File: config.mk
export PLATFORM = sky130hd
export DESIGN_NAME = hpd_decode
export DESIGN_NICKNAME = d
export VERILOG_FILES = /design/src/include/hpd_pkg.sv /design/src/hdl/hpd_sync.sv /design/src/hdl/hpd_decode.sv
export SDC_FILE = /design/constraint.sdc
export NUM_CORES = 1
export LEC_CHECK = 0
export BUFFER_PORTS_ARGS = -buffer_cell sky130_fd_sc_hd__buf_2
export CELL_PAD_IN_SITES_DETAIL_PLACEMENT = 0
export CELL_PAD_IN_SITES_GLOBAL_PLACEMENT = 1
export CORE_MARGIN = 2
export CORE_UTILIZATION = 33
export DETAILED_ROUTE_END_ITERATION = 12
export GPL_TIMING_DRIVEN = 1
export PLACE_DENSITY = 0.76
export SLEW_MARGIN = 15
export SYNTH_ARGS = -nofsm -noshare
export SYNTH_HDL_FRONTEND = slang
export SYNTH_SLANG_ARGS = --single-unit
File: constraint.sdc
create_clock -name clk_sys -period 1.45 [get_ports clk_sys]
set_input_delay 0.145 -clock clk_sys [delete_from_list [all_inputs] [get_ports clk_sys]]
set_output_delay 0.145 -clock clk_sys [all_outputs]
set_load 0.02 [all_outputs]
File: src/include/hpd_pkg.sv
// shared constants and types for the hardware-mode configuration pin decoder
package hpd_pkg;

	// control interface selection, from the two mode pins
	typedef enum logic [1:0] {
		HPD_MODE_HW       = 2'b00,
		HPD_MODE_SERIAL   = 2'b01,
		HPD_MODE_PAR_DS   = 2'b10,
		HPD_MODE_PAR_RDWR = 2'b11
	} hpd_mode_type;

	// transmit pattern select codes
	typedef enum logic [1:0] {
		HPD_PAT_NORMAL   = 2'b00,
		HPD_PAT_ALL_ONES = 2'b01,
		HPD_PAT_PRBS     = 2'b10,
		HPD_PAT_TX_OFF   = 2'b11
	} hpd_pattern_type;

	// jitter attenuator select codes
	typedef enum logic [1:0] {
		HPD_JA_OFF       = 2'b00,
		HPD_JA_RX_BROAD  = 2'b01,
		HPD_JA_RX_NARROW = 2'b10,
		HPD_JA_TX_NARROW = 2'b11
	} hpd_ja_type;

	// fifo depths in bits, and the depth reported while disabled
	localparam logic [7:0] HPD_FIFO_SHALLOW = 8'h40;
	localparam logic [7:0] HPD_FIFO_DEEP    = 8'h80;
	localparam logic [7:0] HPD_FIFO_NONE    = 8'h00;

	// timing: reset pin must stay low strictly longer than the minimum
	localparam int CLK_PERIOD_NS   = 50;
	localparam int RST_MIN_LOW_NS  = 100;
	localparam int RST_QUAL_CYC    = RST_MIN_LOW_NS / CLK_PERIOD_NS + 1;
	localparam int RST_CNT_W       = 3;

	// positions of the hardware-mode functions shared with the address pins
	localparam int ADDR_W          = 6;
	localparam int ADDR_BIT_RX2_POWER_DOWN   = 4;
	localparam int ADDR_BIT_RX1_POWER_DOWN   = 2;
	localparam int ADDR_BIT_PAT_HI = 1;
	localparam int ADDR_BIT_PAT_LO = 0;

	// width of the bundle of pins passed through the synchroniser
	localparam int SYNC_W          = 18;

endpackage

File: src/hdl/hpd_sync.sv
// two flip-flop synchroniser for a group of pin inputs
`timescale 1ns/1ps
`default_nettype none

module hpd_sync #(
	parameter int WIDTH = 1
) (
	// clock and reset
	input  wire logic             clk_sys,
	input  wire logic             rst,
	// pins in, synchronised copy out
	input  wire logic [WIDTH-1:0] async_in,
	output logic      [WIDTH-1:0] sync_out
);

	logic [WIDTH-1:0] meta;

	// first stage feeds only the second stage
	always_ff @(posedge clk_sys) begin
		if (rst) begin
			meta     <= '0;
			sync_out <= '0;
		end else begin
			meta     <= async_in;
			sync_out <= meta;
		end
	end

endmodule

`default_nettype wire

File: src/hdl/hpd_decode.sv
// hardware control mode configuration pin decoder for a dual channel line unit
`timescale 1ns/1ps
`default_nettype none

module hpd_decode (
	// clock and reset
	input  wire logic                    clk_sys,
	input  wire logic                    rst,
	// mode and shared address pins
	input  wire logic                    control_if_select_hi,
	input  wire logic                    control_if_select_lo,
	input  wire logic [5:0]              addr_pin,
	// hardware configuration pins
	input  wire logic                    ch1_tx_pattern_sel_hi,
	input  wire logic                    ch1_tx_pattern_sel_lo,
	input  wire logic                    ch1_termination_sel,
	input  wire logic                    ch2_termination_sel,
	input  wire logic                    jitter_atten_sel_hi,
	input  wire logic                    jitter_atten_sel_lo,
	input  wire logic                    ch1_monitor_gain_sel,
	input  wire logic                    ch2_monitor_gain_sel,
	input  wire logic                    driver_high_z,
	input  wire logic                    hw_reset_n,
	input  wire logic                    test_port_reset_n,
	// line standard per channel, 1 = t1/j1, 0 = e1
	input  wire logic [1:0]              line_t1_mode,
	// software register values used outside hardware mode
	input  wire logic [1:0]              sw_rx_power_down,
	input  wire hpd_pkg::hpd_pattern_type sw_ch1_tx_pattern,
	input  wire hpd_pkg::hpd_pattern_type sw_ch2_tx_pattern,
	input  wire logic [1:0]              sw_termination_sel,
	input  wire hpd_pkg::hpd_ja_type     sw_jitter_atten_sel,
	input  wire logic [1:0]              sw_monitor_gain_sel,
	// decoded control interface
	output hpd_pkg::hpd_mode_type        control_if_mode,
	output logic [5:0]                   host_addr,
	output logic                         host_addr_valid,
	// decoded per channel settings
	output logic [1:0]                   rx_power_down,
	output hpd_pkg::hpd_pattern_type     ch1_tx_pattern,
	output hpd_pkg::hpd_pattern_type     ch2_tx_pattern,
	output logic [1:0]                   tx_power_down,
	output logic [1:0]                   rx_term_external,
	output logic [1:0]                   tx_term_external,
	output logic [1:0]                   monitor_gain_26db,
	// decoded jitter attenuator settings
	output logic                         ja_enable,
	output logic                         ja_in_tx_path,
	output logic                         ja_narrow_bw,
	output logic [7:0]                   ja_fifo_depth,
	// drivers and resets
	output logic [1:0]                   driver_enable,
	output logic                         chip_reset,
	output logic                         test_logic_reset_n
);

	import hpd_pkg::*;

	////////////////////////////////////////////////////////////////////////////
	// pin synchronisation

	logic [SYNC_W-1:0]    pins_s;
	logic [1:0]           mode_s;
	logic [ADDR_W-1:0]    addr_s;
	logic [1:0]           ch1_pat_s;
	logic [1:0]           term_s;
	logic [1:0]           ja_s;
	logic [1:0]           mont_s;
	logic                 hz_s;
	logic                 hw_reset_s;
	logic                 hw_mode;
	logic [RST_CNT_W-1:0] rst_low_cnt;
	logic                 hw_reset_active;

	hpd_sync #(
		.WIDTH    (SYNC_W)
	) u_sync (
		.clk_sys  (clk_sys),
		.rst      (rst),
		.async_in ({control_if_select_hi, control_if_select_lo, addr_pin,
			ch1_tx_pattern_sel_hi, ch1_tx_pattern_sel_lo,
			ch2_termination_sel, ch1_termination_sel,
			jitter_atten_sel_hi, jitter_atten_sel_lo,
			ch2_monitor_gain_sel, ch1_monitor_gain_sel,
			driver_high_z, ~hw_reset_n}), // inverted: flop reset value 0 reads as idle
		.sync_out (pins_s)
	);

	// unpack the synchronised bundle
	assign {mode_s, addr_s, ch1_pat_s, term_s, ja_s, mont_s, hz_s, hw_reset_s} = pins_s;
	assign hw_mode = (mode_s == HPD_MODE_HW);

	// test logic reset is asynchronous, so it bypasses the clock entirely;
	// the pull-up lives in the pad, not here
	assign test_logic_reset_n = test_port_reset_n;

	////////////////////////////////////////////////////////////////////////////
	// hardware reset qualification

	// glitches shorter than the minimum low time never reach the core;
	// relies on the master clock running while the pin is low
	always_ff @(posedge clk_sys) begin
		if (rst) begin
			rst_low_cnt <= '0;
		end else if (!hw_reset_s) begin
			rst_low_cnt <= '0;
		end else if (rst_low_cnt != RST_CNT_W'(RST_QUAL_CYC)) begin
			rst_low_cnt <= rst_low_cnt + 1'b1;
		end
	end

	assign hw_reset_active = (rst_low_cnt == RST_CNT_W'(RST_QUAL_CYC));
	assign chip_reset      = rst | hw_reset_active;

	////////////////////////////////////////////////////////////////////////////
	// decode helpers

	// fifo depth for a jitter attenuator selection
	function automatic logic [7:0] ja_depth(input hpd_ja_type sel);
		case (sel)
			HPD_JA_RX_BROAD:  ja_depth = HPD_FIFO_SHALLOW;
			HPD_JA_RX_NARROW: ja_depth = HPD_FIFO_DEEP;
			HPD_JA_TX_NARROW: ja_depth = HPD_FIFO_DEEP;
			default:          ja_depth = HPD_FIFO_NONE;
		endcase
	endfunction

	// pattern code from two select bits
	function automatic hpd_pattern_type pat_code(input logic [1:0] sel);
		pat_code = hpd_pattern_type'(sel);
	endfunction

	hpd_pattern_type ch2_pat_pin;
	hpd_ja_type      ja_pin;
	hpd_ja_type      ja_sel;
	hpd_pattern_type next_ch1_pat;
	hpd_pattern_type next_ch2_pat;
	logic [1:0]      next_term;

	assign ch2_pat_pin = pat_code({addr_s[ADDR_BIT_PAT_HI], addr_s[ADDR_BIT_PAT_LO]});
	assign ja_pin      = hpd_ja_type'(ja_s);

	// pins govern only in hardware mode, software values otherwise
	assign next_ch1_pat = hw_mode ? pat_code(ch1_pat_s) : sw_ch1_tx_pattern;
	assign next_ch2_pat = hw_mode ? ch2_pat_pin : sw_ch2_tx_pattern;
	assign next_term    = hw_mode ? term_s : sw_termination_sel;
	assign ja_sel       = hw_mode ? ja_pin : sw_jitter_atten_sel;

	////////////////////////////////////////////////////////////////////////////
	// control interface and address bus

	// address only valid in the parallel modes; pins are shared otherwise
	always_ff @(posedge clk_sys) begin
		if (chip_reset) begin
			control_if_mode <= HPD_MODE_HW;
			host_addr       <= '0;
			host_addr_valid <= 1'b0;
		end else begin
			control_if_mode <= hpd_mode_type'(mode_s);
			host_addr_valid <= mode_s[1];
			host_addr       <= mode_s[1] ? addr_s : '0;
		end
	end

	////////////////////////////////////////////////////////////////////////////
	// per channel settings

	// receiver power down, transmit pattern, termination and monitor gain
	always_ff @(posedge clk_sys) begin
		if (chip_reset) begin
			rx_power_down     <= '0;
			ch1_tx_pattern    <= HPD_PAT_NORMAL;
			ch2_tx_pattern    <= HPD_PAT_NORMAL;
			tx_power_down     <= '0;
			rx_term_external  <= '0;
			tx_term_external  <= '0;
			monitor_gain_26db <= '0;
		end else begin
			if (hw_mode) begin
				rx_power_down <= {addr_s[ADDR_BIT_RX2_POWER_DOWN], addr_s[ADDR_BIT_RX1_POWER_DOWN]};
			end else begin
				rx_power_down <= sw_rx_power_down;
			end
			ch1_tx_pattern    <= next_ch1_pat;
			ch2_tx_pattern    <= next_ch2_pat;
			tx_power_down     <= {next_ch2_pat == HPD_PAT_TX_OFF,
				next_ch1_pat == HPD_PAT_TX_OFF};
			rx_term_external  <= next_term;
			// t1/j1 keeps internal matching on the transmit side
			tx_term_external  <= next_term & ~line_t1_mode;
			monitor_gain_26db <= hw_mode ? mont_s : sw_monitor_gain_sel;
		end
	end

	////////////////////////////////////////////////////////////////////////////
	// jitter attenuator

	// one attenuator shared by both channels
	always_ff @(posedge clk_sys) begin
		if (chip_reset) begin
			ja_enable     <= 1'b0;
			ja_in_tx_path <= 1'b0;
			ja_narrow_bw  <= 1'b0;
			ja_fifo_depth <= HPD_FIFO_NONE;
		end else begin
			ja_enable     <= (ja_sel != HPD_JA_OFF);
			ja_in_tx_path <= (ja_sel == HPD_JA_TX_NARROW);
			ja_narrow_bw  <= (ja_sel == HPD_JA_RX_NARROW) || (ja_sel == HPD_JA_TX_NARROW);
			ja_fifo_depth <= ja_depth(ja_sel);
		end
	end

	////////////////////////////////////////////////////////////////////////////
	// line drivers

	// high-z gates only the drivers; every setting above ignores it
	always_ff @(posedge clk_sys) begin
		if (chip_reset) begin
			driver_enable <= '0; // drivers stay quiet through reset
		end else begin
			driver_enable <= {2{~hz_s}};
		end
	end
endmodule

`default_nettype wire

==> flow_summary.ini <==
[yosys]
ys_top_cells_by_area = dfxtp_1 62%, nor2b_1 10%, a21oi_2 4.1%
ys.flop_type = dfxtp_1
synth_top_cell_area_share_pct = 61.6
syn_inst = 194
synth_edf_count = 0
netlist_area_um2 = 2150
avgSynthCellArea_um2 = 11.1
synth-seq-area-share_pct = 61.6
yosysMostFrequentCell = dfxtp_1
ys_warn_count = 0
ys_seq_elements = 66
netlist_top_cells_count = 66 x dfxtp_1, 35 x nor2b_1, 18 x nand2_1, 10 x a21oi_2, 10 x buf_4
synth-async-reset-ratio_pct = 0
synth_largest_area_cell = dfxtp_1
synth_cell_types = 27

[flow_run]
cap_viol_max_count = 0

[clock_tree]
numCtsBuffers = 9
path_clk_slew_ns = 0.07
clockBufferDepth = 2
tritoncts = done
root_buffer = clkbuf_8
clock-sinks = 66
clkLatencyLatePin_ns = 0.33
h-tree-depth = 3

[global_route]
grt_max_degree = 16
grt_pass1_wl_um = 6150
overflow = 0
antenna_found_initial = 0
grt_use_total_pct = 11.4
grt_pass1_vias = 1347

[status]
status = finished, final reports clean

[hold_path]
hp-class = in -> reg

[die]
start_util_pct = 34.0
die_area_um2 = 7160
die_w_um = 84.6
rows = 29
io_pins = 73
die_h_um = 84.6
core_region_area_um2 = 6310

[routing]
firstDrtPassIters = 4
via_per_inst = 3.95
ant_nets = 0
wire_per_inst_um = 10.4
vias = 1396
route.detailed.drc = 0
drt_iter0_drc = 43
wl_um = 3690

[cells_and_area]
postLayoutCellArea_um2 = 2790
diodes = 0
fin_nets = 308
nFillCells = 635
syn2layout_area_growth_pct = 30.2
fin_cells = 353
drive_gt1_share_pct = 40.6

[power]
pwr_density_cell_nw_per_um2 = 1300
intPower_mw = 2.81
seqPwrFrac_pct = 52.4
leakagePower_nw = 1.28
ir_drop_v = 0.000610
netSwitchingFraction_pct = 22.9
switching_power_uw = 836
p_clk_share_pct = 39.4
pwr-share-comb_pct = 8.1

[place]
place_hpwl_um = 2640
routabilityCongestion = 0.732
place_ws_ns = 0.152
dp.cells = 329
port_buffers = 64
dpl_cell_area_um2 = 2500

[worst_setup_path]
path_max_fanout = 2
cp-start-kind = register
critPathArrivalTime_ns = 1.28
worstPathRequired_ns = 1.31
worstSetupEndpointType = output port
worstSetupPathType = reg -> out

[timing]
hold_ws_ns = 0.0164
max_freq_mhz = 701
finalClockSkew_ns = 0.00713
slew_viol_final = 0
hold_violations = 0
fin_crit_sh_pct = 98.3
rsz0062_at_grt = yes
setup_ws_ns = 0.0242
setup_viol = 0
period_minus_slack_ns = 1.43
[worst paths after layout]
check,start,to,slack [ns],depth (start not counted)
worst max-delay path,rst_low_cnt[0],chip_reset,0.02,5
worst min-delay path,ch1_tx_pattern_sel_lo,u_sync.meta[8],0.02,2
worst max register to register,rst_low_cnt[0],tx_power_down[1],0.11,7
worst min register to register,u_sync.sync_out[1],driver_enable[0],0.38,1
[final cells by class]
class	count	area (um^2)	share of cell area, %
clock buffer	11	131	4.70
clock inverter	5	55.1	1.97
inverter	2	10.0	0.358
multi-input combinational	112	716	25.6
sequential	66	1320	47.4
tap	77	96.3	3.45
timing repair buffer	80	462	16.5
[critical path: stages, from the launching register on]
cell     delay, ns
dfxtp_2       0.34
ha_4          0.16
ha_4          0.16
nor2_4        0.11
inv_4         0.05
buf_6         0.12
[what timing repair did]
action	4_1_cts	5_1_grt
resized for setup	8	1
hold buffers	5	1
setup endpoints to repair	1	1
pin swaps	2	0
endpoints found under the hold margin	5	1
buffers inserted	2	0
[routing by layer]
metal / track usage, % / vias up / part of all wire (%)
met3: 5.80 / 7 / 7.1
met5: 0 / - / 0
met4: 5.19 / 0 / 2.0
li1: - / 752 / -
met2: 17.2 / 46 / 46
met1: 13.6 / 591 / 45
[registers in the layout, summed over array words and instances (netlist names), 2 cells and up]
register / flops
control_if_mode: 2
rx_term_external: 2
ch2_tx_pattern: 2
rx_power_down: 2
ch1_tx_pattern: 2
ja_fifo_depth: 2
u_sync.meta: 18
host_addr: 6
tx_power_down: 2
monitor_gain_26db: 2
u_sync.sync_out: 18
rst_low_cnt: 3
tx_term_external: 2
[placed cells by master (no fill, tap or decap), types with 3 or more instances in the layout]
cell type,instances
a21oi_1,4
a21oi_2,10
and3_1,3
and3_2,3
buf_2,63
buf_4,10
clkbuf_8,9
conb_1,6
dfxtp_1,64
dlygate4sd3_1,6
mux2i_1,3
nand2_1,18
nand3_1,6
nor2_1,8
nor2b_1,35
nor3_1,3
[cells by family after synthesis]
logic type	Yosys count	share of synthesized area, %
other	1	0.175
adders and majority gates	2	1.17
AOI/OAI and AO/OA	14	5.01
DFF	66	61.6
buffers and inverters	21	7.11
xor gates and xnor gates	1	0.408
muxes	3	1.40
and+or+nand+nor	86	23.1
[power by group through the flow]
stage	clock network, mW	logic [mW]	registers [mW]
2_1_floorplan	0	0.172	1.98
3_3_place_gp	0	0.278	1.95
3_5_place_dp	0	0.279	1.95
4_1_cts	1.48	0.299	1.91
5_1_grt	1.59	0.327	1.92
6_report	1.44	0.297	1.91
[through the flow]
stage | setup TNS, ns | total power, mW | utilization (%)
after floorplan | 0 | 2.15 | -
final | 0 | 3.64 | 44.3
after global placement | 0 | 2.23 | 39.5
after CTS | 0 | 3.69 | 44.1
after global routing | -0.0293 | 3.83 | 44.3
after detailed placement | 0 | 2.23 | 39.5
(Power assumes the default switching activity.)
